$ cat config.mk
export PLATFORM = sky130hd
export DESIGN_NAME = mmesp_top
export DESIGN_NICKNAME = d
export VERILOG_FILES = /design/src/rtl/mmesp_pkg.sv /design/src/rtl/mmesp_top.sv
export SDC_FILE = /design/constraint.sdc
export NUM_CORES = 1
export LEC_CHECK = 0
export BUFFER_PORTS_ARGS = -buffer_cell sky130_fd_sc_hd__buf_2
export CORE_ASPECT_RATIO = 0.5
export CORE_MARGIN = 2
export CORE_UTILIZATION = 25
export CTS_CLUSTER_DIAMETER = 50
export CTS_CLUSTER_SIZE = 30
export DETAILED_ROUTE_END_ITERATION = 10
export GPL_TIMING_DRIVEN = 0
export PLACE_DENSITY = 0.42
export SLEW_MARGIN = 0
export SYNTH_ARGS = -nofsm -noshare
export SYNTH_HDL_FRONTEND = slang
export SYNTH_SLANG_ARGS = --single-unit
$ cat constraint.sdc
create_clock -name clk -period 4.1 [get_ports clk]
set_clock_uncertainty 0.15 [all_clocks]
set_input_delay 0 -clock clk [delete_from_list [all_inputs] [get_ports clk]]
set_output_delay 0 -clock clk [all_outputs]
set_load 0.01 [all_outputs]
$ cat src/rtl/mmesp_pkg.sv
// Constants for the monitor-mode entry and single-pin serial debug port
package mmesp_pkg;
  // ==========================================================
  // Clock and serial timing
  localparam int CLK_HZ = 50_000_000;
  localparam int BAUD_RATE = 9600;
  // Bit time in clocks, rounded down
  localparam int BIT_CYCLES_DEF = CLK_HZ / BAUD_RATE;
  localparam int CNT_W = 16;
  // ==========================================================
  // Mode entry
  localparam logic MODE_LOW_REQ = 1'b0;
  localparam logic MODE_HIGH_REQ = 1'b1;
  localparam logic SSEL_SERIAL = 1'b1;
  localparam logic BUS_DIVIDER_SELECT_SET = 1'b1;
  // Arbitrary neutral security code
  localparam logic [7:0] SEC_CODE_DEF = 8'h5a;
  // ==========================================================
  // Monitor commands and monitor address map
  localparam logic [7:0] CMD_READ = 8'h4a;
  localparam logic [7:0] CMD_WRITE = 8'h49;
  localparam int MEM_DEPTH = 16;
  localparam int MEM_AW = 4;
  localparam logic [15:0] MON_STAT_ADDR = 16'h0010;
  // ==========================================================
  // Register bus map (byte addresses)
  localparam logic [7:0] REG_CTRL = 8'h00;
  localparam logic [7:0] REG_STATUS = 8'h04;
  // Control bits
  localparam int CTRL_PIN_OUT = 0;
  localparam int CTRL_PIN_DRIVE = 1;
  localparam int CTRL_EXIT = 2;
  // Status bits
  localparam int ST_MON = 0;
  localparam int ST_BUS_DIVIDER_SELECT = 1;
  localparam int ST_SSEL = 2;
  localparam int ST_SECURED = 3;
  localparam int ST_IRQ_FN = 4;
  localparam int ST_HV = 5;
  localparam int ST_LATCHED = 6;
  localparam int ST_PIN_IN = 7;
  localparam int ST_FRAME_ERR = 8;
  localparam logic [1:0] RESP_OKAY = 2'b00;
  localparam logic [1:0] RESP_SLVERR = 2'b10;
  // ==========================================================
  // Synchronised input vector positions
  localparam int SY_HV = 0;
  localparam int SY_RST = 1;
  localparam int SY_MLOW = 2;
  localparam int SY_MHIGH = 3;
  localparam int SY_DIV = 4;
  localparam int SY_SSEL = 5;
  localparam int SY_RSTHV = 6;
  localparam int SY_RX = 7;
  localparam int SY_PAR = 8;
  localparam int SY_W = 16;
endpackage

$ cat src/rtl/mmesp_top.sv
// Monitor-mode entry logic and half-duplex single-pin serial debug port
`timescale 1ns/1ps
`default_nettype none

// ==========================================================
// Two-flop synchroniser
module mmesp_sync #(
  parameter int W = 1
) (
  input wire logic clk,
  input wire logic nrst,
  input wire logic [W-1:0] d,
  output logic [W-1:0] q
);
  logic [W-1:0] meta_ff;
  always_ff @(posedge clk) begin
    if (!nrst) begin
      meta_ff <= '0;
      q <= '0;
    end else begin
      meta_ff <= d;
      q <= meta_ff;
    end
  end
endmodule

// ==========================================================
// Top
module mmesp_top import mmesp_pkg::*; #(
  parameter int BIT_CYCLES = BIT_CYCLES_DEF,
  parameter logic [7:0] SEC_CODE = SEC_CODE_DEF
) (
  input wire logic clk,
  input wire logic nrst,
  input wire logic test_high_voltage,
  input wire logic reset_pin,
  input wire logic reset_pin_high_voltage,
  input wire logic mode_select_low,
  input wire logic mode_select_high,
  input wire logic bus_divider_select,
  input wire logic security_select,
  input wire logic [7:0] security_parallel_data,
  input wire logic shared_serial_pin_in,
  output logic shared_serial_pin_out,
  output logic shared_serial_pin_oe_n,
  output logic config_pins_released,
  output logic monitor_active,
  output logic monitor_conditions_en,
  output logic irq_function_en,
  output logic watchdog_timer_disable,
  output logic software_interrupt_instruction_to_monitor,
  output logic flash_protect_bypass,
  input wire logic [7:0] s_axi_awaddr,
  input wire logic s_axi_awvalid,
  output logic s_axi_awready,
  input wire logic [31:0] s_axi_wdata,
  input wire logic [3:0] s_axi_wstrb,
  input wire logic s_axi_wvalid,
  output logic s_axi_wready,
  output logic [1:0] s_axi_bresp,
  output logic s_axi_bvalid,
  input wire logic s_axi_bready,
  input wire logic [7:0] s_axi_araddr,
  input wire logic s_axi_arvalid,
  output logic s_axi_arready,
  output logic [31:0] s_axi_rdata,
  output logic [1:0] s_axi_rresp,
  output logic s_axi_rvalid,
  input wire logic s_axi_rready
);
  typedef enum logic [2:0] {SR_OFF, SR_IDLE, SR_START, SR_DATA, SR_STOP, SR_TX} mmesp_ser_t;
  typedef enum logic [2:0] {PR_SEC, PR_CMD, PR_AHI, PR_ALO, PR_WDAT} mmesp_prs_t;

  // ==========================================================
  // Input synchronisation
  logic [SY_W-1:0] sy;
  logic rst_pin_d_ff;
  mmesp_sync #(.W(SY_W)) u_sync (
    .clk(clk),
    .nrst(nrst),
    .d({security_parallel_data, shared_serial_pin_in, reset_pin_high_voltage, security_select,
        bus_divider_select, mode_select_high, mode_select_low, reset_pin, test_high_voltage}),
    .q(sy)
  );
  logic rx_s;
  logic rst_rise;
  assign rx_s = sy[SY_RX];
  assign rst_rise = sy[SY_RST] && !rst_pin_d_ff;

  // ==========================================================
  // Mode latch
  logic por_pend_ff, mon_ff, latched_ff, bus_divider_select_ff, ssel_ff, irq_rest_ff;
  logic [1:0] settle_ff;
  logic exit_req;
  always_ff @(posedge clk) begin
    if (!nrst) begin
      rst_pin_d_ff <= 1'b1;
      settle_ff <= '0;
      por_pend_ff <= 1'b1;
      mon_ff <= 1'b0;
      latched_ff <= 1'b0;
      bus_divider_select_ff <= 1'b0;
      ssel_ff <= 1'b0;
      irq_rest_ff <= 1'b0;
    end else begin
      settle_ff <= {settle_ff[0], 1'b1};
      // Synchroniser reset value is no pin edge
      // real edge needed
      rst_pin_d_ff <= sy[SY_RST] || !settle_ff[1];
      if (rst_rise && por_pend_ff) begin
        por_pend_ff <= 1'b0;
        latched_ff <= 1'b1;
        mon_ff <= sy[SY_HV] && (sy[SY_MLOW] == MODE_LOW_REQ) && (sy[SY_MHIGH] == MODE_HIGH_REQ);
        bus_divider_select_ff <= sy[SY_DIV];
        ssel_ff <= sy[SY_SSEL];
      end else if (exit_req) begin
        mon_ff <= 1'b0;
      end
      if (!mon_ff) begin
        irq_rest_ff <= 1'b0;
      end else if (sy[SY_RSTHV]) begin
        irq_rest_ff <= 1'b1;
      end
    end
  end

  logic [CNT_W-1:0] bit_len;
  logic [CNT_W-1:0] half_len;
  // Reload runs one cycle past zero
  assign bit_len = (bus_divider_select_ff == BUS_DIVIDER_SELECT_SET) ? CNT_W'(BIT_CYCLES - 1) : CNT_W'(2 * BIT_CYCLES - 1);
  assign half_len = {1'b0, bit_len[CNT_W-1:1]};

  // ==========================================================
  // Serial engine
  mmesp_ser_t ser_ff;
  logic [CNT_W-1:0] cnt_ff;
  logic [3:0] idx_ff;
  logic [7:0] rx_sh_ff;
  logic [9:0] tx_sh_ff;
  logic rx_done_ff, frame_err_ff;
  logic tx_req_ff;
  logic [7:0] tx_byte_ff;
  logic tx_take;
  logic cnt_zero;
  assign cnt_zero = (cnt_ff == '0);
  assign tx_take = (ser_ff == SR_IDLE) && tx_req_ff && cnt_zero;

  always_ff @(posedge clk) begin
    if (!nrst) begin
      ser_ff <= SR_OFF;
      cnt_ff <= '0;
      idx_ff <= '0;
      rx_sh_ff <= '0;
      tx_sh_ff <= '1;
      rx_done_ff <= 1'b0;
      frame_err_ff <= 1'b0;
    end else begin
      rx_done_ff <= 1'b0;
      if (!cnt_zero) begin
        cnt_ff <= cnt_ff - 1'b1;
      end
      if (!mon_ff) begin
        ser_ff <= SR_OFF;
      end else begin
        case (ser_ff)
          SR_OFF: begin
            ser_ff <= SR_IDLE;
          end
          SR_IDLE: begin
            if (tx_take) begin
              tx_sh_ff <= {1'b1, tx_byte_ff, 1'b0};
              cnt_ff <= bit_len;
              idx_ff <= '0;
              ser_ff <= SR_TX;
            end else if (!rx_s) begin
              cnt_ff <= half_len;
              ser_ff <= SR_START;
            end
          end
          SR_START: begin
            if (cnt_zero) begin
              // Short low pulses are treated as noise
              ser_ff <= rx_s ? SR_IDLE : SR_DATA;
              cnt_ff <= bit_len;
              idx_ff <= '0;
            end
          end
          SR_DATA: begin
            if (cnt_zero) begin
              rx_sh_ff <= {rx_s, rx_sh_ff[7:1]};
              cnt_ff <= bit_len;
              idx_ff <= idx_ff + 1'b1;
              if (idx_ff == 4'h7) begin
                ser_ff <= SR_STOP;
              end
            end
          end
          SR_STOP: begin
            if (cnt_zero) begin
              rx_done_ff <= rx_s;
              frame_err_ff <= frame_err_ff | !rx_s;
              // Host stop bit ends before any reply
              cnt_ff <= half_len;
              ser_ff <= SR_IDLE;
            end
          end
          SR_TX: begin
            if (cnt_zero) begin
              tx_sh_ff <= {1'b1, tx_sh_ff[9:1]};
              cnt_ff <= bit_len;
              idx_ff <= idx_ff + 1'b1;
              if (idx_ff == 4'h9) begin
                ser_ff <= SR_IDLE;
              end
            end
          end
          default: begin
            ser_ff <= SR_OFF;
          end
        endcase
      end
    end
  end

  // ==========================================================
  // Command parser and monitor memory
  mmesp_prs_t prs_ff;
  logic secured_ff, is_read_ff;
  logic [15:0] addr_ff;
  logic [7:0] mem_ff [MEM_DEPTH];
  logic [7:0] stat_byte;
  logic [7:0] mon_rdata;
  logic [15:0] full_addr;
  assign stat_byte = {1'b0, frame_err_ff, latched_ff, sy[SY_HV], irq_rest_ff, secured_ff, ssel_ff, bus_divider_select_ff};
  assign full_addr = {addr_ff[15:8], rx_sh_ff};

  always_comb begin
    mon_rdata = 8'h00;
    if (full_addr < 16'(MEM_DEPTH)) begin
      mon_rdata = mem_ff[full_addr[MEM_AW-1:0]];
    end else if (full_addr == MON_STAT_ADDR) begin
      mon_rdata = stat_byte;
    end
  end

  always_ff @(posedge clk) begin
    if (!nrst) begin
      prs_ff <= PR_SEC;
      secured_ff <= 1'b0;
      is_read_ff <= 1'b0;
      addr_ff <= '0;
      tx_req_ff <= 1'b0;
      tx_byte_ff <= '0;
      for (int i = 0; i < MEM_DEPTH; i++) begin
        mem_ff[i] <= 8'h00;
      end
    end else begin
      if (tx_take) begin
        tx_req_ff <= 1'b0;
      end
      if (!mon_ff) begin
        prs_ff <= PR_SEC;
        secured_ff <= 1'b0;
      end else if (prs_ff == PR_SEC && ssel_ff != SSEL_SERIAL) begin
        secured_ff <= (sy[SY_PAR+:8] == SEC_CODE);
        prs_ff <= PR_CMD;
      end else if (rx_done_ff) begin
        case (prs_ff)
          PR_SEC: begin
            if (rx_sh_ff == SEC_CODE) begin
              secured_ff <= 1'b1;
              prs_ff <= PR_CMD;
            end
          end
          PR_CMD: begin
            if (rx_sh_ff == CMD_READ || rx_sh_ff == CMD_WRITE) begin
              is_read_ff <= (rx_sh_ff == CMD_READ);
              prs_ff <= PR_AHI;
            end
          end
          PR_AHI: begin
            addr_ff[15:8] <= rx_sh_ff;
            prs_ff <= PR_ALO;
          end
          PR_ALO: begin
            addr_ff[7:0] <= rx_sh_ff;
            if (is_read_ff) begin
              tx_byte_ff <= secured_ff ? mon_rdata : 8'h00;
              tx_req_ff <= 1'b1;
              prs_ff <= PR_CMD;
            end else begin
              prs_ff <= PR_WDAT;
            end
          end
          PR_WDAT: begin
            if (secured_ff && addr_ff < 16'(MEM_DEPTH)) begin
              mem_ff[addr_ff[MEM_AW-1:0]] <= rx_sh_ff;
            end
            prs_ff <= PR_CMD;
          end
          default: begin
            prs_ff <= PR_CMD;
          end
        endcase
      end
    end
  end

  // ==========================================================
  // Register bus
  logic aw_got_ff, w_got_ff;
  logic [7:0] awaddr_ff;
  logic [31:0] wdata_ff;
  logic [3:0] wstrb_ff;
  logic wr_fire;
  logic pin_out_ff, pin_drive_ff;
  assign wr_fire = aw_got_ff && w_got_ff && !s_axi_bvalid;
  assign exit_req = wr_fire && awaddr_ff == REG_CTRL && wstrb_ff[0] && wdata_ff[CTRL_EXIT];

  always_ff @(posedge clk) begin
    if (!nrst) begin
      s_axi_awready <= 1'b0;
      s_axi_wready <= 1'b0;
      s_axi_bvalid <= 1'b0;
      s_axi_bresp <= RESP_OKAY;
      aw_got_ff <= 1'b0;
      w_got_ff <= 1'b0;
      awaddr_ff <= '0;
      wdata_ff <= '0;
      wstrb_ff <= '0;
    end else begin
      if (s_axi_awvalid && s_axi_awready) begin
        awaddr_ff <= s_axi_awaddr;
        aw_got_ff <= 1'b1;
        s_axi_awready <= 1'b0;
      end else if (!aw_got_ff && !s_axi_bvalid) begin
        s_axi_awready <= 1'b1;
      end
      if (s_axi_wvalid && s_axi_wready) begin
        wdata_ff <= s_axi_wdata;
        wstrb_ff <= s_axi_wstrb;
        w_got_ff <= 1'b1;
        s_axi_wready <= 1'b0;
      end else if (!w_got_ff && !s_axi_bvalid) begin
        s_axi_wready <= 1'b1;
      end
      if (wr_fire) begin
        aw_got_ff <= 1'b0;
        w_got_ff <= 1'b0;
        s_axi_bvalid <= 1'b1;
        s_axi_bresp <= (awaddr_ff == REG_CTRL || awaddr_ff == REG_STATUS) ? RESP_OKAY : RESP_SLVERR;
      end else if (s_axi_bvalid && s_axi_bready) begin
        s_axi_bvalid <= 1'b0;
      end
    end
  end

  // Control register; exit bit is a write pulse only
  always_ff @(posedge clk) begin
    if (!nrst) begin
      pin_out_ff <= 1'b1;
      pin_drive_ff <= 1'b0;
    end else if (wr_fire && awaddr_ff == REG_CTRL && wstrb_ff[0]) begin
      pin_out_ff <= wdata_ff[CTRL_PIN_OUT];
      pin_drive_ff <= wdata_ff[CTRL_PIN_DRIVE];
    end
  end

  always_ff @(posedge clk) begin
    if (!nrst) begin
      s_axi_arready <= 1'b0;
      s_axi_rvalid <= 1'b0;
      s_axi_rdata <= '0;
      s_axi_rresp <= RESP_OKAY;
    end else if (s_axi_arvalid && s_axi_arready) begin
      s_axi_arready <= 1'b0;
      s_axi_rvalid <= 1'b1;
      s_axi_rdata <= '0;
      s_axi_rresp <= RESP_OKAY;
      if (s_axi_araddr == REG_CTRL) begin
        s_axi_rdata[CTRL_PIN_OUT] <= pin_out_ff;
        s_axi_rdata[CTRL_PIN_DRIVE] <= pin_drive_ff;
      end else if (s_axi_araddr == REG_STATUS) begin
        s_axi_rdata[ST_MON] <= mon_ff;
        s_axi_rdata[ST_BUS_DIVIDER_SELECT] <= bus_divider_select_ff;
        s_axi_rdata[ST_SSEL] <= ssel_ff;
        s_axi_rdata[ST_SECURED] <= secured_ff;
        s_axi_rdata[ST_IRQ_FN] <= !mon_ff || irq_rest_ff;
        s_axi_rdata[ST_HV] <= sy[SY_HV];
        s_axi_rdata[ST_LATCHED] <= latched_ff;
        s_axi_rdata[ST_PIN_IN] <= rx_s;
        s_axi_rdata[ST_FRAME_ERR] <= frame_err_ff;
      end else begin
        s_axi_rresp <= RESP_SLVERR;
      end
    end else if (s_axi_rvalid && s_axi_rready) begin
      s_axi_rvalid <= 1'b0;
      s_axi_arready <= 1'b1;
    end else if (!s_axi_rvalid) begin
      s_axi_arready <= 1'b1;
    end
  end

  // ==========================================================
  // Pin and mode outputs
  always_ff @(posedge clk) begin
    if (!nrst) begin
      shared_serial_pin_out <= 1'b1;
      shared_serial_pin_oe_n <= 1'b1;
      config_pins_released <= 1'b0;
      monitor_active <= 1'b0;
      monitor_conditions_en <= 1'b0;
      irq_function_en <= 1'b1;
      watchdog_timer_disable <= 1'b0;
      software_interrupt_instruction_to_monitor <= 1'b0;
      flash_protect_bypass <= 1'b0;
    end else begin
      if (mon_ff) begin
        shared_serial_pin_out <= (ser_ff == SR_TX) ? tx_sh_ff[0] : 1'b1;
        shared_serial_pin_oe_n <= (ser_ff != SR_TX);
      end else begin
        shared_serial_pin_out <= pin_out_ff;
        shared_serial_pin_oe_n <= !pin_drive_ff;
      end
      config_pins_released <= latched_ff;
      monitor_active <= mon_ff;
      monitor_conditions_en <= sy[SY_HV] && por_pend_ff;
      irq_function_en <= !mon_ff || irq_rest_ff;
      watchdog_timer_disable <= mon_ff;
      software_interrupt_instruction_to_monitor <= mon_ff;
      flash_protect_bypass <= mon_ff && secured_ff;
    end
  end
endmodule

`default_nettype wire
Yosys cells after proc, flatten, opt, wreduce, memory -nomap -nowiden:

Memories as Yosys holds them, arrays and structs flattened. A register that Yosys moved wholly into a read port is not among the register bits.
Index checks and enable logic that the tools add are counted.

* register bits after elaboration: 155
* bits in latches: 0
* RAM bits: 128
* ROM bits: 0
* word-level logic and storage cells: 236
* memories kept: 1

Memory list
* mem_ff: depth 16, width 8, read ports 1, clocked after Yosys merged registers in 1, write ports 16, line mmesp_top.sv:230 `logic [7:0] mem_ff [MEM_DEPTH];`

* add/sub/neg operators: 2
* multiply operators: 0
* div/mod/pow operators: 0
* magnitude comparators: 2
* equal/unequal tests: 33
* shift-type cells: 0
* multiplexer cells: 75
* bitwise gates (word level): 6
* reductions and logical operators: 69

Operator list (number)
* $mux W16: 6
* $pmux W16 S3: 1
* $mux W1: 33
* $mux W3: 11
* $eq A8 B7 Y1 const B: 4
* $lt A16 B5 Y1 const B: 2
* $mux W4: 6
* $mux W8: 3
* $logic_and A1 B1 Y1: 22
* $mux W10: 2
* $pmux W10 S2: 1
* $pmux W3 S6: 1
* $eq A16 B5 Y1 const B: 1
* $eq A8 B3 Y1 const B: 2
* $logic_not A16 Y1: 1
* $logic_not A8 Y1: 2
* $ne A2 B2 Y1 const B: 8
* $reduce_and A4 Y1: 4
* $sub A16 B1 Y16 const B: 1
* $reduce_and A3 Y1: 5
* $reduce_and A5 Y1: 3
* $mux W14: 1
* $mux W7: 2
* $reduce_bool A2 Y1: 7
* 24 further kinds: 58

Logic depth before layout (Yosys ltp):

* word-level depth: 11
* mapped depth: 9
* gate-level depth less buffers: 8

By module:

Synthesis repeated with hierarchy kept, for this count alone.

* cell total of the unflattened synthesis: 1100
* area, all modules: 12635.9 sq um

Modules (own cells, without submodules)
* mmesp_top: instances 1, cells an instance 1033, area each 11740.0 sq um, sequential area each 6326.1 sq um
* mmesp_sync: instances 1, cells an instance 67, area each 895.9 sq um, sequential area each 640.6 sq um

Worst setup path before layout:

No wires, ideal clock.

* kind: reg2reg
* start: register addr_ff[4]
* end: memory mem_ff[7][0], enable pin
* arrival: 2313 ps
* data required time: 3566 ps
* slack: 1253 ps
* cell stages (with the launch flop): 7
* buffers on the path: 1
* period minus slack after synthesis: 2847 ps
* path through: dfxtp_1 -> or4_1 -> or3_1 -> nor4_2 -> nand3b_1 -> clkbuf_1 -> o21ai_0

RTL lines
* start: declaration: line mmesp_top.sv:229 `logic [15:0] addr_ff;`
* start signal: assignment: line mmesp_top.sv:286 `addr_ff[7:0] <= rx_sh_ff;`
* end: declaration: line mmesp_top.sv:230

==> metrics.cfg <==
[outcome]
status=finished, final reports clean

[place]
port_buffers=67
hpwlAfterDp_um=26000
gp_congestion=0.865

[floorplan]
rows=57
start_util_pct=25.5
dieArea_um2=51800
die_w_um=320
die_h_um=162
ioPinCount=125
coreArea_um2=48900

[logic_synthesis]
synth.distinct_cells=70
synth_edf_count=128
ys.flop_type=dfxtp_1
synthCells=1135
ys_ff_latch=284
syn_area_um2=12500
async_reset_ff_share_pct=0
ys_warn_count=0
syn_area_per_cell_um2=11.0
yosysSeqAreaShare_pct=55.8

[worst_setup_path]
cp.arrival_ps=3990
cp-startpoint=mon_ff
worstSetupPathType=flip-flop to flip-flop
endpoint_kind=flip-flop
start_kind=flip-flop
crit_fanout=9
cp.required_ps=4150
r2r-start=mon_ff

[clock_tree]
cts-resized-gates=0
clockRootBuffer=clkbuf_16
clockBufferDepth=3
cts_sinks=284
cts_buffers=27
clkLatencyLatePin_ps=560
path_clk_slew_ps=70
htreeDepth=1
cts_hold_buf=63
cts_post_setup_buffers_inserted=0
tritoncts=built

[sta]
setup_viol=0
slew_headroom_pct=10.1
hold_violations=0
worstMarginPinSlew_ps=1330
finalSetupTns_ps=0
whs_ps=27.2
post-route-period-util_pct=96.2
fin_crit_ps=3950
rsz0062_at_grt=no
finalMaxSlewViolations=0
fmax_ghz=0.253

[power]
ir_worst_vdd_v=0.000270
swShare_pct=27.4
combPwrFrac_pct=13.0
power.leakage_nw=5.60
internal_power_mw=4.76
p_switching_mw=1.80
cellPowerDensity_nw_per_um2=430
seqPwrFrac_pct=48.5
power_frac_clock_pct=38.5

[finish]
layout-drive-gt1-share_pct=15.1
syn2layout_area_growth_pct=22.3
fin_nets=1400
diodes=0

[grt]
use_met1_pct=19.1
grt_max_degree=19
first_global_vias=9348
antenna_found_initial=0
track_usage_pct=14.2
overflow=0
use_met2_pct=23.9
gr-usage-met3_pct=2.09
busiest_layer=met2
grt_pass1_wl_um=56700

[route]
initialDrtViolationCount=682
post_drt_wl_per_cell_um=18.6
drtPass1Iterations=5
viasPerCell=4.62
drc_errors=0
wl_um=36900
vias=9192
postRouteAntennaNets=0

[hold_path]
holdCritStartpoint=security_parallel_data[2]
hp-class=input pin to flip-flop

[job]
maxCapViolations=0

## critical path: stages (launching register included)
cell	delay, ps
dfxtp_1	310
buf_2	280
inv_1	200
or3_1	440
nor4_2	500
nand3b_1	190
nor3_1	950
nand2b_1	560
## registers in the layout, summed over array words and instances (netlist names), 4 cells and up, named ones only
| signal | flops |
|---|---|
| addr_ff | 16 |
| awaddr_ff | 8 |
| cnt_ff | 16 |
| idx_ff | 4 |
| mem_ff | 128 |
| rx_sh_ff | 8 |
| s_axi_rdata | 9 |
| tx_byte_ff | 8 |
| tx_sh_ff | 9 |
| u_sync.meta_ff | 16 |
| u_sync.q | 16 |
## cell families (layout without fill, tap and decap cells)
logic type | Yosys count | in the layout | synth area share (%)
and+or+nand+nor | 482 | 482 | 21.2
DFF | 284 | 284 | 55.8
AOI/OAI and AO/OA | 163 | 163 | 7.93
buffers and inverters | 119 | 302 | 4.52
muxes | 70 | 70 | 9.27
xor gates and xnor gates | 12 | 12 | 0.842
adders and majority gates | 4 | 4 | 0.401
other | 1 | 25 | 0.0300
## worst paths after layout
check        depth (start not counted)                  to  slack, ps
min                                  3  u_sync.meta_ff[10]         30
max reg2reg                          7        mem_ff[4][3]        150
min reg2reg                          1        rst_pin_d_ff        260
max                                  7        mem_ff[4][3]        150
## area by class of cell
cell class,instances,area (um2)
repair buffers,133,988
inverters,22,82.6
well taps,649,812
clock inverters,19,179
plain buffers,97,482
fillers,5028,33700
clock buffers,31,711
flip-flops and latches,284,6970
multi-input cells,756,5040
## metrics by stage
step	power [mW]	area [um2]	utilization, %	instances	setup WS (ps)
floorplan	3.81	12600	-	1159	1250
global placement	4.04	13700	28.0	1875	148
detailed placement	4.05	13700	28.1	1877	171
CTS	6.63	15300	31.2	1990	160
global route	6.84	15300	31.2	1991	24.3
finish	6.56	15300	31.2	1991	155
## cells in the final DEF (no fill, tap or decap), types with 6 or more instances in the layout
| cell type | n |
|---|---|
| dfxtp_1 | 156 |
| and2_1 | 153 |
| edfxtp_1 | 128 |
| nor2_1 | 89 |
| nand2_1 | 79 |
| buf_2 | 68 |
| a21oi_1 | 63 |
| dlygate4sd3_1 | 63 |
| clkbuf_1 | 61 |
| mux4_2 | 36 |
| o21ai_0 | 34 |
| nor3_1 | 32 |
| buf_4 | 31 |
| mux2i_1 | 29 |
| clkbuf_16 | 27 |
| conb_1 | 25 |
| nand3_1 | 22 |
| inv_1 | 21 |
| nand2b_1 | 19 |
| nor2b_1 | 15 |
| or3_1 | 11 |
| o21ai_1 | 11 |
| nor4_1 | 11 |
| and3_1 | 9 |
| or4_1 | 8 |
| a22o_1 | 8 |
| a211oi_1 | 8 |
| buf_1 | 7 |
| nand3b_1 | 6 |
| xor2_1 | 6 |
| xnor2_1 | 6 |
| inv_8 | 6 |
## per-layer routing
metal	wire, um	up-vias
met4	1010	0
met1	17100	4541
met2	17200	221
li1	-	4367
met3	1570	63
met5	0	-
## cells in the mapped netlist (all sizes together) (2+ instances only)
library cell / instances / area share (%)
o22ai: 5 / 0.25
and2: 154 / 7.7
nor2b: 15 / 0.75
nand4: 3 / 0.15
o32ai: 2 / 0.14
or4: 9 / 0.57
buf: 38 / 2.1
nand3b: 6 / 0.36
nor4: 13 / 0.82
nand4b: 2 / 0.14
a31oi: 3 / 0.15
o211ai: 3 / 0.18
nor3: 35 / 1.6
edfxtp: 128 / 31
nor2: 89 / 2.7
nand2b: 19 / 0.95
mux2i: 29 / 2.3
a22oi: 6 / 0.40
nand2: 79 / 2.4
nor3b: 5 / 0.34
nand3: 24 / 1.1
ha: 4 / 0.40
a21oi: 63 / 2.5
inv: 22 / 0.66
o41ai: 2 / 0.14
nor4bb: 2 / 0.16
mux4: 36 / 6.5
clkbuf: 59 / 1.8
a32o: 3 / 0.24
a211o: 3 / 0.21
and3: 9 / 0.45
o21ai: 45 / 1.8
or3: 11 / 0.55
mux2: 5 / 0.45
dfxtp: 156 / 25
a211oi: 8 / 0.48
xor2: 6 / 0.42
o21a: 2 / 0.12
xnor2: 6 / 0.42
a22o: 8 / 0.56
a221o: 3 / 0.24
or2: 2 / 0.10
## power groups by stage
| stage | combinational (mW) | sequential (mW) | clock, mW |
|---|---|---|---|
| final | 0.849 | 3.18 | 2.53 |
| after global routing | 0.939 | 3.20 | 2.70 |
| after CTS | 0.853 | 3.18 | 2.59 |
| after detailed placement | 0.805 | 3.24 | 0 |
| after global placement | 0.802 | 3.24 | 0 |
| after floorplan | 0.597 | 3.22 | 0 |
Note: power is estimated with default switching activity, not from simulation.
